--- config.mk ---
export PLATFORM = sky130hd
export DESIGN_NAME = hdlc_event_status_flags
export DESIGN_NICKNAME = d
export VERILOG_FILES = /design/src/hdlc_event_pkg.sv /design/src/hdlc_fifo_flags.sv /design/src/hdlc_event_status_flags.sv
export SDC_FILE = /design/constraint.sdc
export NUM_CORES = 1
export LEC_CHECK = 0
export BUFFER_PORTS_ARGS = -buffer_cell sky130_fd_sc_hd__buf_2
export CORE_MARGIN = 2
export CORE_UTILIZATION = 43
export DETAILED_ROUTE_END_ITERATION = 6
export GPL_TIMING_DRIVEN = 0
export PLACE_DENSITY = 0.83
export SKIP_CTS_REPAIR_TIMING = 1
export SYNTH_ARGS = -nofsm -noshare
export SYNTH_HDL_FRONTEND = slang
export SYNTH_HIERARCHICAL = 1
export SYNTH_SLANG_ARGS = --single-unit
--- constraint.sdc ---
create_clock -name mclk_i -period 4.1 [get_ports mclk_i]
set_input_delay 0.615 -clock mclk_i [delete_from_list [all_inputs] [get_ports mclk_i]]
set_output_delay 0.615 -clock mclk_i [all_outputs]
set_load 0.01 [all_outputs]
--- src/hdlc_event_pkg.sv ---
// constants, field layout and carrier types of the hdlc event status bank
// assumes a 32-bit avalon-mm slave port with byte addresses and one system clock
package hdlc_event_pkg;

  localparam int ADDR_W = 8;
  localparam int DATA_W = 32;
  localparam int REG_W  = 8;

  // register indices; the byte address is four times the index
  localparam logic [ADDR_W-1:0] IDX_STATUS = 8'h01;
  localparam logic [ADDR_W-1:0] IDX_MASK   = 8'h02;
  localparam logic [ADDR_W-1:0] IDX_CLEAR  = 8'h08;
  localparam logic [ADDR_W-1:0] ADDR_STATUS = IDX_STATUS << 2;
  localparam logic [ADDR_W-1:0] ADDR_MASK   = IDX_MASK << 2;
  localparam logic [ADDR_W-1:0] ADDR_CLEAR  = IDX_CLEAR << 2;

  // bit positions in status, mask and clear registers
  localparam int BIT_CODE_CHANGE  = 7;
  localparam int BIT_PKT_END      = 6;
  localparam int BIT_PKT_START    = 5;
  localparam int BIT_RX_HALF_FULL = 4;
  localparam int BIT_RX_NOT_EMPTY = 3;
  localparam int BIT_TX_HALF_EMPT = 2;
  localparam int BIT_TX_NOT_FULL  = 1;
  localparam int BIT_TX_MSG_END   = 0;

  // bits that are latched events; the rest follow the fifo conditions
  localparam logic [REG_W-1:0] LATCHED_BITS = 8'hE1;

  localparam logic [REG_W-1:0]  STATUS_RST = 8'h00;
  localparam logic [REG_W-1:0]  MASK_RST   = 8'h00;
  localparam logic [DATA_W-1:0] RDATA_RST  = 32'h0000_0000;

  // fifo geometry, levels count bytes held
  localparam int LEVEL_W = 7;
  localparam logic [LEVEL_W-1:0] FIFO_DEPTH = 7'h40;
  localparam logic [LEVEL_W-1:0] FIFO_HALF  = 7'h20;

  // one-cycle event strobes and levels from the hdlc engine
  typedef struct packed {
    logic code_detect;
    logic pkt_valid_end;
    logic pkt_crc_err;
    logic pkt_overrun;
    logic pkt_abort;
    logic pkt_start;
    logic tx_msg_end;
  } hdlc_events_t;

  typedef struct packed {
    logic rx_fifo_half_full;
    logic rx_fifo_not_empty;
    logic tx_fifo_half_empty;
    logic tx_fifo_not_full;
  } fifo_flags_t;

  typedef enum logic {
    BUS_IDLE,
    BUS_DONE
  } bus_state_t;

endpackage

--- src/hdlc_fifo_flags.sv ---
// live fifo condition flags derived from the receive and transmit fill levels
// assumes both levels come from logic on the same clock, counted in bytes
`timescale 1ns/1ns
module hdlc_fifo_flags (
  input  wire logic [hdlc_event_pkg::LEVEL_W-1:0] rx_level_i,
  input  wire logic [hdlc_event_pkg::LEVEL_W-1:0] tx_level_i,
  output hdlc_event_pkg::fifo_flags_t             flags_o
);

  always_comb begin
    flags_o                    = '0;
    flags_o.rx_fifo_half_full  = rx_level_i > hdlc_event_pkg::FIFO_HALF;
    flags_o.rx_fifo_not_empty  = rx_level_i != '0;
    flags_o.tx_fifo_half_empty = tx_level_i < hdlc_event_pkg::FIFO_HALF;
    flags_o.tx_fifo_not_full   = tx_level_i < hdlc_event_pkg::FIFO_DEPTH;
  end

endmodule // hdlc_fifo_flags

--- src/hdlc_event_status_flags.sv ---
// hdlc event status bank: status, interrupt mask and clear registers on avalon-mm
// assumes engine strobes and fifo levels are synchronous to mclk_i
`timescale 1ns/1ns

// Summary of operation
// - The status byte sits at index 01h with code change in bit 7 and message end in bit 0.
// - Bit 7 sets whenever the code detector goes from no code to code or back.
// - Bit 6 sets on a valid packet end and on a packet fault from crc, overrun or abort.
// - Bit 5 sets when the receiver sees the opening byte of a new packet.
// - Bit 3 shows that the receive fifo holds at least one byte.
// - Bit 2 shows that the transmit fifo has dropped below half full.
// - Bit 1 shows that the transmit fifo has room for one more byte.
// - Bit 0 sets when the transmitter has sent the last byte of a message.
// - Bits 7, 6, 5 and 0 are latched and clear when software reads the status.
// - A status bit drives the active-low interrupt only when its mask bit is 1.
// - The interrupt returns high once the causing latched bit is read or cleared and nothing else unmasked pends.
module hdlc_event_status_flags (
  input  wire logic                                mclk_i,
  input  wire logic                                sys_rst_i,
  input  wire logic [hdlc_event_pkg::ADDR_W-1:0]   avs_address_i,
  input  wire logic                                avs_read_i,
  input  wire logic                                avs_write_i,
  input  wire logic [hdlc_event_pkg::DATA_W-1:0]   avs_writedata_i,
  input  wire logic [3:0]                          avs_byteenable_i,
  output logic      [hdlc_event_pkg::DATA_W-1:0]   avs_readdata_o,
  output logic                                     avs_waitrequest_o,
  input  hdlc_event_pkg::hdlc_events_t             events_i,
  input  wire logic [hdlc_event_pkg::LEVEL_W-1:0]  rx_fifo_level_i,
  input  wire logic [hdlc_event_pkg::LEVEL_W-1:0]  tx_fifo_level_i,
  output logic                                     irq_n_o
);

  // bus handshake
  hdlc_event_pkg::bus_state_t              bus_state_r;
  hdlc_event_pkg::bus_state_t              bus_state_nxt;
  logic [hdlc_event_pkg::DATA_W-1:0]       rdata_r;
  logic [hdlc_event_pkg::DATA_W-1:0]       rdata_nxt;

  // event state
  logic                                    code_prev_r;
  logic                                    code_prev_nxt;
  logic [hdlc_event_pkg::REG_W-1:0]        latched_r;
  logic [hdlc_event_pkg::REG_W-1:0]        latched_nxt;
  logic [hdlc_event_pkg::REG_W-1:0]        mask_r;
  logic [hdlc_event_pkg::REG_W-1:0]        mask_nxt;
  logic                                    irq_n_r;
  logic                                    irq_n_nxt;

  // combinational helpers
  hdlc_event_pkg::fifo_flags_t             live_flags;
  logic [hdlc_event_pkg::REG_W-1:0]        set_vec;
  logic [hdlc_event_pkg::REG_W-1:0]        live_vec;
  logic [hdlc_event_pkg::REG_W-1:0]        status_view;
  logic [hdlc_event_pkg::REG_W-1:0]        read_clr;
  logic [hdlc_event_pkg::REG_W-1:0]        write_clr;
  logic                                    req;
  logic                                    done;
  logic                                    hit_status;
  logic                                    hit_mask;
  logic                                    hit_clear;
  logic                                    rd_capture;
  logic                                    rd_status_done;
  logic                                    wr_mask_done;
  logic                                    wr_clear_done;
  logic                                    pkt_fault;
  logic [hdlc_event_pkg::REG_W-1:0]        pend_vec;
  logic                                    irq_any;

  hdlc_fifo_flags u_fifo_flags (
    .rx_level_i (rx_fifo_level_i),
    .tx_level_i (tx_fifo_level_i),
    .flags_o    (live_flags)
  );

  // address decode
  always_comb begin
    req        = avs_read_i | avs_write_i;
    done       = req & (bus_state_r == hdlc_event_pkg::BUS_DONE);
    hit_status = avs_address_i == hdlc_event_pkg::ADDR_STATUS;
    hit_mask   = avs_address_i == hdlc_event_pkg::ADDR_MASK;
    hit_clear  = avs_address_i == hdlc_event_pkg::ADDR_CLEAR;
  end

  // qualified strobes; a write acts only with the low byte lane enabled
  always_comb begin
    rd_capture     = avs_read_i & (bus_state_r == hdlc_event_pkg::BUS_IDLE);
    rd_status_done = done & avs_read_i & hit_status;
    wr_mask_done   = done & avs_write_i & hit_mask & avs_byteenable_i[0];
    wr_clear_done  = done & avs_write_i & hit_clear & avs_byteenable_i[0];
  end

  // a packet ends cleanly or in one of three faults, both set the same bit
  always_comb begin
    pkt_fault = events_i.pkt_crc_err
              | events_i.pkt_overrun
              | events_i.pkt_abort;
  end

  // event strobes mapped onto status bit positions
  always_comb begin
    set_vec = '0;
    set_vec[hdlc_event_pkg::BIT_CODE_CHANGE] = events_i.code_detect ^ code_prev_r;
    set_vec[hdlc_event_pkg::BIT_PKT_END]     = events_i.pkt_valid_end | pkt_fault;
    set_vec[hdlc_event_pkg::BIT_PKT_START]   = events_i.pkt_start;
    set_vec[hdlc_event_pkg::BIT_TX_MSG_END]  = events_i.tx_msg_end;
  end

  // live fifo conditions mapped onto status bit positions
  always_comb begin
    live_vec = '0;
    live_vec[hdlc_event_pkg::BIT_RX_HALF_FULL] = live_flags.rx_fifo_half_full;
    live_vec[hdlc_event_pkg::BIT_RX_NOT_EMPTY] = live_flags.rx_fifo_not_empty;
    live_vec[hdlc_event_pkg::BIT_TX_HALF_EMPT] = live_flags.tx_fifo_half_empty;
    live_vec[hdlc_event_pkg::BIT_TX_NOT_FULL]  = live_flags.tx_fifo_not_full;
  end

  // per status bit: what software sees, the next latched state and the
  // interrupt contribution; a set in the same cycle as a clear wins
  for (genvar b = 0; b < hdlc_event_pkg::REG_W; b++) begin : g_bit
    if (hdlc_event_pkg::LATCHED_BITS[b]) begin : g_latched
      assign status_view[b] = latched_r[b];
      assign latched_nxt[b] = (latched_r[b] & ~(read_clr[b] | write_clr[b]))
                            | set_vec[b];
      assign pend_vec[b]    = latched_nxt[b] & mask_nxt[b];
    end else begin : g_live
      assign status_view[b] = live_vec[b];
      assign latched_nxt[b] = 1'b0;
      assign pend_vec[b]    = live_vec[b] & mask_nxt[b];
    end
  end

  // bus state: one wait cycle, then the answer
  always_comb begin
    bus_state_nxt = bus_state_r;
    unique case (bus_state_r)
      hdlc_event_pkg::BUS_IDLE: begin
        if (req) begin
          bus_state_nxt = hdlc_event_pkg::BUS_DONE;
        end
      end
      hdlc_event_pkg::BUS_DONE: begin
        bus_state_nxt = hdlc_event_pkg::BUS_IDLE;
      end
    endcase
  end

  // read data captured in the wait cycle, unmapped reads return zero
  always_comb begin
    rdata_nxt = rdata_r;
    if (rd_capture) begin
      rdata_nxt = '0;
      if (hit_status) begin
        rdata_nxt[hdlc_event_pkg::REG_W-1:0] = status_view;
      end else if (hit_mask) begin
        rdata_nxt[hdlc_event_pkg::REG_W-1:0] = mask_r;
      end
    end
  end

  always_comb begin
    avs_waitrequest_o = req & (bus_state_r != hdlc_event_pkg::BUS_DONE);
    avs_readdata_o    = rdata_r;
  end

  // a completed status read clears only the latched bits it returned, so an
  // event that lands after the capture is kept for the next read
  always_comb begin
    read_clr = '0;
    if (rd_status_done) begin
      read_clr = rdata_r[hdlc_event_pkg::REG_W-1:0] & hdlc_event_pkg::LATCHED_BITS;
    end
  end

  // the clear register drops latched bits written as one; live bits ignore it
  always_comb begin
    write_clr = '0;
    if (wr_clear_done) begin
      write_clr = avs_writedata_i[hdlc_event_pkg::REG_W-1:0] & hdlc_event_pkg::LATCHED_BITS;
    end
  end

  // code detector level, kept one cycle to spot its changes
  always_comb begin
    code_prev_nxt = events_i.code_detect;
  end

  // interrupt mask register
  always_comb begin
    mask_nxt = mask_r;
    if (wr_mask_done) begin
      mask_nxt = avs_writedata_i[hdlc_event_pkg::REG_W-1:0];
    end
  end

  // active-low interrupt, low while any unmasked bit stands
  always_comb begin
    irq_any   = |pend_vec;
    irq_n_nxt = ~irq_any;
    irq_n_o   = irq_n_r;
  end

  // bus handshake state and read data
  always_ff @(posedge mclk_i) begin
    if (sys_rst_i) begin
      bus_state_r <= hdlc_event_pkg::BUS_IDLE;
      rdata_r     <= hdlc_event_pkg::RDATA_RST;
    end else begin
      bus_state_r <= bus_state_nxt;
      rdata_r     <= rdata_nxt;
    end
  end

  // event state
  always_ff @(posedge mclk_i) begin
    if (sys_rst_i) begin
      code_prev_r <= 1'b0;
      latched_r   <= hdlc_event_pkg::STATUS_RST;
    end else begin
      code_prev_r <= code_prev_nxt;
      latched_r   <= latched_nxt;
    end
  end

  // mask register
  always_ff @(posedge mclk_i) begin
    if (sys_rst_i) begin
      mask_r <= hdlc_event_pkg::MASK_RST;
    end else begin
      mask_r <= mask_nxt;
    end
  end

  // interrupt output register
  always_ff @(posedge mclk_i) begin
    if (sys_rst_i) begin
      irq_n_r <= 1'b1;
    end else begin
      irq_n_r <= irq_n_nxt;
    end
  end

endmodule // hdlc_event_status_flags

# After elaboration in Yosys (flattened, before gate mapping)
# Cells that the tools add are included.
[op_classes]
add_sub_neg = 0
mul = 0
div_mod_pow = 0
n_lt_le_gt_ge = 3
n_eq_ne = 3
shifts = 0
muxes = 7
bitwise = 41
n_reduce_logical = 2
[op_table]
columns = ["operator", "n"]
rows = [
  ["$mux W8", 5],
  ["$and A1 B1 Y1", 22],
  ["$or A1 B1 Y1", 12],
  ["$eq A8 B3 Y1 const B", 1],
  ["$eq A8 B4 Y1 const B", 1],
  ["$eq A8 B6 Y1 const B", 1],
  ["$reduce_or A8 Y1", 1],
  ["$gt A7 B6 Y1 const B", 1],
  ["$lt A7 B6 Y1 const B", 1],
  ["$lt A7 B7 Y1 const B", 1],
  ["$reduce_bool A7 Y1", 1],
  ["$not A1 Y1", 6],
  ["$pmux W1 S2", 1],
  ["$mux W1", 1],
  ["$xor A1 B1 Y1", 1],
]
[word_totals]
reg_bits = 23
latchBits = 0
ram_bits = 0
rom_bits = 0
word_cells = 62
n_memories = 0

# Logic depth before layout (Yosys ltp)
# Gate-level depths: netlist (run 1).
[depth]
depth_word = 13
mapped_depth = 7
mapped_depth_nobuf = 7

# Modules after synthesis
# The synthesis (run 1) kept the hierarchy.
[modules_own_cells]
columns = ["mod", "n_inst", "cells_each", "area_per_inst_um2", "seq_area_each_um2"]
rows = [
  ["hdlc_event_status_flags", 1, 147, 1307.5, 460.4],
  ["hdlc_fifo_flags", 1, 7, 40.0, 0.0],
]

# Worst setup path after synthesis (run 1)
# Ideal clock, no wire load.
[synth_timing]
path_type = "input-to-reg"
from = "in avs_address_i[1] (netlist bit)"
to = "reg irq_n_r (netlist: irq_n_o)"
setup_ns = 0.096
t_arrival_ns = 2.103
required_time_ns = 4.004
setup_slack_ns = 1.902
stages = 5
path_buffers = 0
path_cell_list = "or3_4 -> or4b_4 -> o221ai_1 -> a21oi_1 -> o41ai_2"
[synth_via]
elab_chain_len = 11
[synth_rtl]
columns = ["item", "line", "text"]
rows = [
  ["start: declaration", "hdlc_event_status_flags.sv:20", "input wire logic [hdlc_event_pkg::ADDR_W-1:0] avs_address_i,"],
  ["$eq A8 B6 Y1", "hdlc_event_status_flags.sv:81", "hit_clear = avs_address_i == hdlc_event_pkg::ADDR_CLEAR;"],
  ["$and A1 B1 Y1 (2 in a row)", "hdlc_event_status_flags.sv:89", "wr_clear_done = done & avs_write_i & hit_clear & avs_byteenable_i[0];"],
  ["$mux W8", "hdlc_event_status_flags.sv:177", "if (wr_clear_done) begin"],
  ["$or A1 B1 Y1", "hdlc_event_status_flags.sv:122", "assign latched_nxt[b] = (latched_r[b] & ~(read_clr[b] | write_clr[b]))"],
  ["$not A1 Y1", "hdlc_event_status_flags.sv:122", ""],
  ["$and A1 B1 Y1", "hdlc_event_status_flags.sv:122", ""],
  ["$or A1 B1 Y1", "hdlc_event_status_flags.sv:123", "| set_vec[b];"],
  ["$and A1 B1 Y1", "hdlc_event_status_flags.sv:124", "assign pend_vec[b] = latched_nxt[b] & mask_nxt[b];"],
  ["$reduce_or A8 Y1 *", "hdlc_event_status_flags.sv:197", "irq_any = |pend_vec;"],
  ["$not A1 Y1 *", "hdlc_event_status_flags.sv:198", "irq_n_nxt = ~irq_any;"],
  ["end signal: assignment", "hdlc_event_status_flags.sv:238", "irq_n_r <= irq_n_nxt;"],
  ["end: declaration", "hdlc_event_status_flags.sv:46", "logic irq_n_r;"],
]
# Mark *: on every way between the ends. The rest lies on a longest branch, timed or not.
# A chain may end at the register's enable or synchronous reset.

# Worst setup path after layout (run 1)
[layout_timing]
from = "in avs_address_i[3] (netlist bit)"
to = "reg irq_n_r (netlist: irq_n_o)"
# Same word-level chain as after synthesis.

==> flow_summary_export.csv, run 1 <==
group,metric,value,unit
run_status,run_status,"finished clean",
worst_setup_path,top_fanout_value_on_the_critical_path,5,
worst_setup_path,setup.reg_to_reg.worst_slack,2.18,ns
synth,synth.ff_latch_count,23,
timing,grt_setup_unrepaired,"no",
worst_setup_path,crit_path_start_kind,"input port",
finish,syn_to_final_growth,29.5,%
worst_setup_path,regToRegEndpoint,"irq_n_o",
place,post_placement_worst_setup_slack,1.56,ns
synth,synth_compound_gate_area_share,0.192,
finish,num_antenna_cells,0,
worst_setup_path,critical-path-slowest-cell,"sky130_fd_sc_hd__or4b_4",
worst_setup_path,slowest_delay,0.56,ns
global_route,antenna_found_initial,0,
die,io_pins,103,
global_route,groute.usage.overall,0.158,
place,routabilityCongestion,0.774,
timing,transition_time_at_the_pin_with_the_least_slew_margin,0.809,ns
hold_path,worstHoldPathType,"reg -> reg",
worst_setup_path,worstPathCellList,"buf_2, nor4_2, or4b_4, o221ai_1, a21oi_1, o41ai_2",
clock_tree,tritoncts,"yes",
finish,finalNonFillerCells,271,
synth,cell_area_synth,1350,um2
synth,synthAdderAreaFrac,0,
die,floorplan.core_area,3030,um2
die,die_h,60.0,um
finish,fillers,296,
run,cap_viol_max_count,0,
global_route,first_global_vias,1030,
detailed_routing,vias_per_cell,4.54,
detailed_routing,num_vias,1231,
clock_tree,cts-buffers-inserted,3,
timing,slew_headroom,0.456,
timing,fin_setup_tns,0,ns
synth,ys_types,39,
place,port-buffer-count,46,
synth,synth-xor-area-share,0.00650,
worst_setup_path,crit_cells,6,
timing,finalHoldViolations,0,
clock_tree,cts_max_level,1,
die,die-width,60.0,um
die,initial_utilization,0.445,
timing,final_min_period,2.24,ns
detailed_routing,postRouteWirelength,2.77,mm
detailed_routing,drcViolationCount,0,
finish,utilization,0.576,
global_route,grt_start_max_net_pins,13,
timing,finClkSkew,0.00454,ns
detailed_routing,drt_pass1_iterations,4,
synth,synth_sequential_area_ratio,0.342,
clock_tree,clk_path_buf_depth,2,
die,die_area,3600,um2
worst_setup_path,cp.arrival,2.45,ns
worst_setup_path,critical_path_required,4.31,ns
worst_setup_path,worstSetupEndpointType,"flip-flop",
finish,final_common_cell,"sky130_fd_sc_hd__buf_2",
global_route,globalRouteOverflowTotal,0,
clock_tree,clk-insertion-delay-late,0.31,ns
synth,postSynthAreaPerCell,8.75,um2
synth,synth_top_family_by_area,"simple AND/OR/NAND/NOR gates",
synth,post_synth_mux_area_share,0.0678,
detailed_routing,starting_drc_count_in_detailed_routing,31,
timing,final-max-slew-violation-count,0,
synth,syn-instance-count,154,
clock_tree,cts.reportedPaths.clkPinSlew,0.13,ns
timing,setup_viol,0,
global_route,grt_pass1_wl,4.30,mm
hold_path,whs_path_depth,2,
detailed_routing,antenna_violation_net_count_after_detailed_routing,0,
worst_setup_path,reg2reg_depth,5,
hold_path,timing.hold.worst.start,"avs_readdata_o[3]",
timing,final.period_utilization,0.547,
synth,area_share_of_and_or_nand_nor_cells_after_synthesis,0.208,
pwr,leakagePower,0.798,nW
worst_setup_path,setup.worst_path.class,"in -> reg",
synth,synth_warnings,6,
finish,layout.cells.most_common_list,"46 x sky130_fd_sc_hd__buf_2, 24 x sky130_fd_sc_hd__buf_4, 24 x sky130_fd_sc_hd__conb_1",
timing,fmaxAchievable,446,MHz
finish,layout.nets,297,
place,placedCellCount,267,
timing,final.setup.worst_slack,1.86,ns
worst_setup_path,worst_path_dominant_cell_family,"simple AND/OR/NAND/NOR gates",
detailed_routing,drt-wirelength-per-cell,10.2,um
pwr,peakVddDrop,0.136,mV
clock_tree,clock-sinks,23,
timing,holdWs,0.505,ns
place,dp_hpwl,2.32,mm
die,placement_rows,20,
pwr,ratio_of_total_power_to_cell_area,251,nW/um2
hold_path,hold_path_end,"avs_readdata_o[3]",
worst_setup_path,r2r-start,"bus_state_r",
worst_setup_path,critical_path.n_buffers_inverters,1,
clock_tree,cts_root_buf,"sky130_fd_sc_hd__clkbuf_4",
finish,layout-drive-gt1-share,0.374,
[report_power, final]
group	leakage (nW)	internal, mW	total [mW]	switching (mW)
combinational	0.594	0.0466	0.0942	0.0476
sequential	0.189	0.233	0.239	0.00548
clock	0.0150	0.0379	0.105	0.0669
[registers in the layout, summed over array words and instances, names as in the netlist]
signal / flops
mask_r: 8
bus_state_r: 1
latched_r: 4
avs_readdata_o: 8
irq_n_o: 1
code_prev_r: 1
[cells in the mapped netlist (all sizes together)]
cell	number	area share
conb	1	0.0028
xnor2	1	0.0065
nor2b	3	0.014
nand3b	1	0.0056
a21oi	8	0.030
nor4b	1	0.0065
or3	2	0.013
nor4	5	0.037
buf	27	0.15
nor2	22	0.061
nand3	1	0.0037
a211oi	8	0.045
o221ai	2	0.018
o31ai	1	0.0056
nor3	3	0.011
dfxtp	23	0.34
and2	2	0.010
mux2i	8	0.059
a22oi	8	0.045
and2b	2	0.012
o41ai	1	0.012
o211ai	1	0.0056
mux2	1	0.0084
a221oi	2	0.013
a22o	2	0.013
nand2	3	0.0084
nand4	2	0.0093
clkbuf	3	0.0084
or2b	1	0.0056
a2bb2oi	1	0.0065
or4b	1	0.010
inv	7	0.020
[per-layer routing]
layer,vias up,GRT usage,part of all wire
met5,-,0,0
met4,0,0.0667,0.0098
met3,4,0.0238,0.065
met2,45,0.266,0.48
met1,532,0.198,0.45
li1,650,-,-
[logic make-up after synthesis]
kind of cell	count (synthesis)
and+or+nand+nor	49
buffers and inverters	37
AOI/OAI and AO/OA	34
DFF	23
muxes	9
xor gates and xnor gates	1
other	1
[tightest hold or removal path: stages, from the launching register on]
cell and delay, ns:
sky130_fd_sc_hd__dfxtp_1 0.33, sky130_fd_sc_hd__nor2_1 0.09, sky130_fd_sc_hd__a211oi_1 0.05
[worst max-delay path by stage]
| stage | start | to | slack, ns |
|---|---|---|---|
| finish | avs_address_i[3] | irq_n_o | 1.86 |
| global route | avs_address_i[3] | irq_n_o | 1.79 |
| CTS | avs_address_i[3] | irq_n_o | 1.87 |
| detailed placement | avs_address_i[3] | irq_n_o | 1.56 |
| global placement | avs_address_i[3] | irq_n_o | 1.58 |
| floorplan | avs_address_i[1] | irq_n_o | 1.90 |
[final cells by class]
type | instances | area, um2 | area share
well taps | 44 | 55.1 | 0.0315
multi-input cells | 117 | 729 | 0.418
repair buffers | 46 | 230 | 0.132
plain buffers | 30 | 218 | 0.125
flip-flops and latches | 23 | 460 | 0.264
inverters | 7 | 26.3 | 0.0151
clock buffers | 4 | 26.3 | 0.0151
[metrics by stage]
step	total power [mW]	cell area (um2)
global placement	0.335	1720
CTS	0.439	1750
global route	0.463	1750
detailed placement	0.337	1720
floorplan	0.303	1430
finish	0.438	1750
Power figures use the tool's default switching activity.
==> inputs of run 2 (changes only) <==
Settings changed: ABC_AREA from default to 1, CORE_UTILIZATION 43 to 41, PLACE_DENSITY 0.83 to 0.77.
Clock period 4.1 ns to 2.25 ns, I/O delays scaled along.
==> run 2 against run 1 <==
  * Via count increased by 19%
  * Count of clock-buffer cells in the layout decreased by 1
  * Sequential power increased by 82%
  * Clock power increased by 87%
  * Sequential share of layout area decreased by 1.8 points
  * Clock skew increased by 0.0020 ns
  * Final cell count increased by 26%
  * Largest cell class unchanged
  * Flip-flop and latch count unchanged
  * Critical path depth increased by 6
  * Combinational power increased by 85%
  * Register-to-register slack got worse by 1.4 ns
==> flow_summary_export.csv, run 2 <==
group,metric,value,unit
run_status,run_status,"finished clean",
timing,finClkSkew,0.00652,ns
detailed_routing,wl_met2,1.51,mm
synth,synth_top_family_by_area,"simple AND/OR/NAND/NOR gates",
synth,synth_warnings,6,
finish,multiInputGateArea,733,um2
worst_setup_path,critical-path-slowest-cell,"sky130_fd_sc_hd__dfxtp_1",
detailed_routing,postRouteWirelength,3.14,mm
worst_setup_path,setup.reg_to_reg.worst_slack,0.74,ns
synth,area_share_of_and_or_nand_nor_cells_after_synthesis,0.343,
global_route,first_global_vias,1350,
clock_tree,cts-buffers-inserted,3,
worst_setup_path,slowest_delay,0.43,ns
clock_tree,cts.reportedPaths.clkPinSlew,0.13,ns
hold_path,worstHoldPathType,"in -> reg",
worst_setup_path,setup.worst_path.class,"reg -> reg",
worst_setup_path,crit_path_frequent_cell,"sky130_fd_sc_hd__nand2_1",
clock_tree,tritoncts,"yes",
worst_setup_path,critical_path_required,2.48,ns
die,floorplan.core_area,3390,um2
global_route,grt_pass1_wl,5.57,mm
timing,grt_setup_unrepaired,"no",
synth,synth.top_cell.area_share,0.313,
pwr,design_power,806,uW
place,placedCellCount,338,
timing,final_min_period,1.51,ns
timing,finalHoldViolations,0,
timing,final-max-slew-violation-count,0,
worst_setup_path,worstSetupEndpointType,"flip-flop",
die,io_pins,103,
worst_setup_path,worstPathCellList,"nand2_2, nor2_4, nand3_2, buf_6, nand2_2, nand3_1, nand2_1, inv_1, nand2_1, nor2_1, nand2_1, nand2_1",
worst_setup_path,critical_path.n_buffers_inverters,2,
synth,synth-xor-area-share,0.00595,
synth,post_synth_mux_area_share,0,
finish,layout.nets,366,
synth,synth_sequential_area_ratio,0.313,
worst_setup_path,cp.arrival,1.73,ns
die,die_h,63.9,um
worst_setup_path,top_fanout_value_on_the_critical_path,10,
detailed_routing,vias_per_cell,4.28,
worst_setup_path,worst_path_dominant_cell_family,"simple AND/OR/NAND/NOR gates",
global_route,grt_start_max_net_pins,14,
synth,ys_async_sr_fraction,0,
timing,final.period_utilization,0.670,
finish,layout-drive-gt1-share,0.324,
timing,fmaxAchievable,664,MHz
synth,ys_types,24,
synth,synth.ff_latch_count,23,
detailed_routing,antenna_violation_net_count_after_detailed_routing,0,
synth,synth-edff-count,0,
timing,slew_headroom,0.665,
detailed_routing,num_vias,1465,
synth,synth-main-ff-cell,"sky130_fd_sc_hd__dfxtp_1",
run,cap_viol_max_count,0,
clock_tree,clock-sinks,23,
die,die-width,63.9,um
timing,holdWs,0.230,ns
place,port-buffer-count,46,
synth,synth_compound_gate_area_share,0.0875,
detailed_routing,starting_drc_count_in_detailed_routing,31,
synth,synth_common_cells,"41 x sky130_fd_sc_hd__nand2_1, 37 x sky130_fd_sc_hd__inv_1, 31 x sky130_fd_sc_hd__nand3_1, 25 x sky130_fd_sc_hd__buf_4, 24 x sky130_fd_sc_hd__nor2_1",
detailed_routing,routed-wl-met3,201,um
place,placed_cell_area,1850,um2
finish,num_antenna_cells,0,
die,placement_rows,21,
clock_tree,cts_root_buf,"sky130_fd_sc_hd__clkbuf_4",
pwr,ratio_of_total_power_to_cell_area,430,nW/um2
place,routabilityCongestion,0.828,
pwr,peakVddDrop,0.406,mV
synth,cell_area_synth,1470,um2
pwr,leakagePower,1.05,nW
finish,final_design_area_no_fill,1870,um2
die,die_area,4090,um2
timing,transition_time_at_the_pin_with_the_least_slew_margin,0.501,ns
timing,setup_viol,0,
clock_tree,clk_path_buf_depth,2,
finish,finalNonFillerCells,342,
finish,final_common_cell,"sky130_fd_sc_hd__buf_2",
finish,regArea,460,um2
global_route,groute.usage.overall,0.170,
place,dp_hpwl,2.54,mm
die,initial_utilization,0.434,
clock_tree,cts_max_level,1,
detailed_routing,highest-signal-layer,"met4",
timing,fin_setup_tns,0,ns
detailed_routing,drt_pass1_iterations,4,
finish,layout.cells.most_common_list,"47 x sky130_fd_sc_hd__buf_2, 41 x sky130_fd_sc_hd__nand2_1, 37 x sky130_fd_sc_hd__inv_1",
global_route,globalRouteOverflowTotal,0,
clock_tree,clk-insertion-delay-late,0.32,ns
finish,fillers,336,
synth,synthTopCellsByArea,"sky130_fd_sc_hd__dfxtp_1 31%, sky130_fd_sc_hd__buf_4 13%, sky130_fd_sc_hd__nand3_1 11%",
synth,postSynthAreaPerCell,6.60,um2
detailed_routing,drt-wirelength-per-cell,9.18,um
synth,yosys.cell_count.top_type,"sky130_fd_sc_hd__nand2_1",
worst_setup_path,crit_path_start_kind,"flip-flop",
finish,syn_to_final_growth,27.3,%
detailed_routing,drcViolationCount,0,
synth,yosys.area.top_type,"sky130_fd_sc_hd__dfxtp_1",
synth,synthAdderAreaFrac,0,
detailed_routing,wl_met1,1.41,mm
global_route,antenna_found_initial,0,
synth,syn-instance-count,223,
-- run 2: changes by cell type after synthesis, sizes merged, moves of 3 or more --
cell    previous run  this run
o211ai             1         8
a211oi             8         0
inv                7        38
a22oi              8         0
nor2b              3         0
o21ai              0         4
nor4               5         1
nand3              1        32
nand2              3        47
mux2i              8         0
nor2              22        29
-- run 2: metrics by stage --
step                       util  setup slack (ns)
after global routing      0.553             0.546
after floorplan               -             0.917
after detailed placement  0.545             0.619
after CTS                 0.553             0.738
final                     0.553             0.744
after global placement    0.545             0.672
-- run 2: tightest hold or removal path: cells and delay by family --
family,cells,cell delay (ns)
buffers and inverters,2,0.16
and+or+nand+nor,1,0.03
-- run 2: cell families after synthesis --
logic type      count (synthesis)
buf+inv                        68
other cells                     1
simple gates                  112
flops                          23
compound gates                 18
xor+xnor                        1
-- run 2: layout make-up --
type / count / share of cell area
Buffer: 29 / 0.117
Clock buffer: 3 / 0.0120
Timing Repair Buffer: 46 / 0.123
Sequential cell: 23 / 0.246
Inverter: 39 / 0.0781
Tap cell: 46 / 0.0307
Clock inverter: 1 / 0.00267
Multi-Input combinational cell: 155 / 0.391
-- run 2: worst paths after layout --
| check | startpoint | endpoint | depth (start not counted) |
|---|---|---|---|
| worst max register to register | bus_state_r | irq_n_o | 12 |
| worst min register to register | avs_readdata_o[2] | avs_readdata_o[2] | 2 |
| worst max-delay path | bus_state_r | irq_n_o | 12 |
| worst min-delay path | events_i[6] | code_prev_r | 3 |
-- run 2: report_power, final --
part           switching, mW  leakage [nW]  internal, mW
sequential            0.0110         0.189         0.425
clock                  0.129        0.0177        0.0666
combinational         0.0923         0.842        0.0815
-- run 2: metal layers --
metal / vias up / global-route usage
met3: 2 / 0.0423
met1: 632 / 0.203
li1: 786 / -
met5: - / 0
met4: 0 / 0.0489
met2: 45 / 0.297
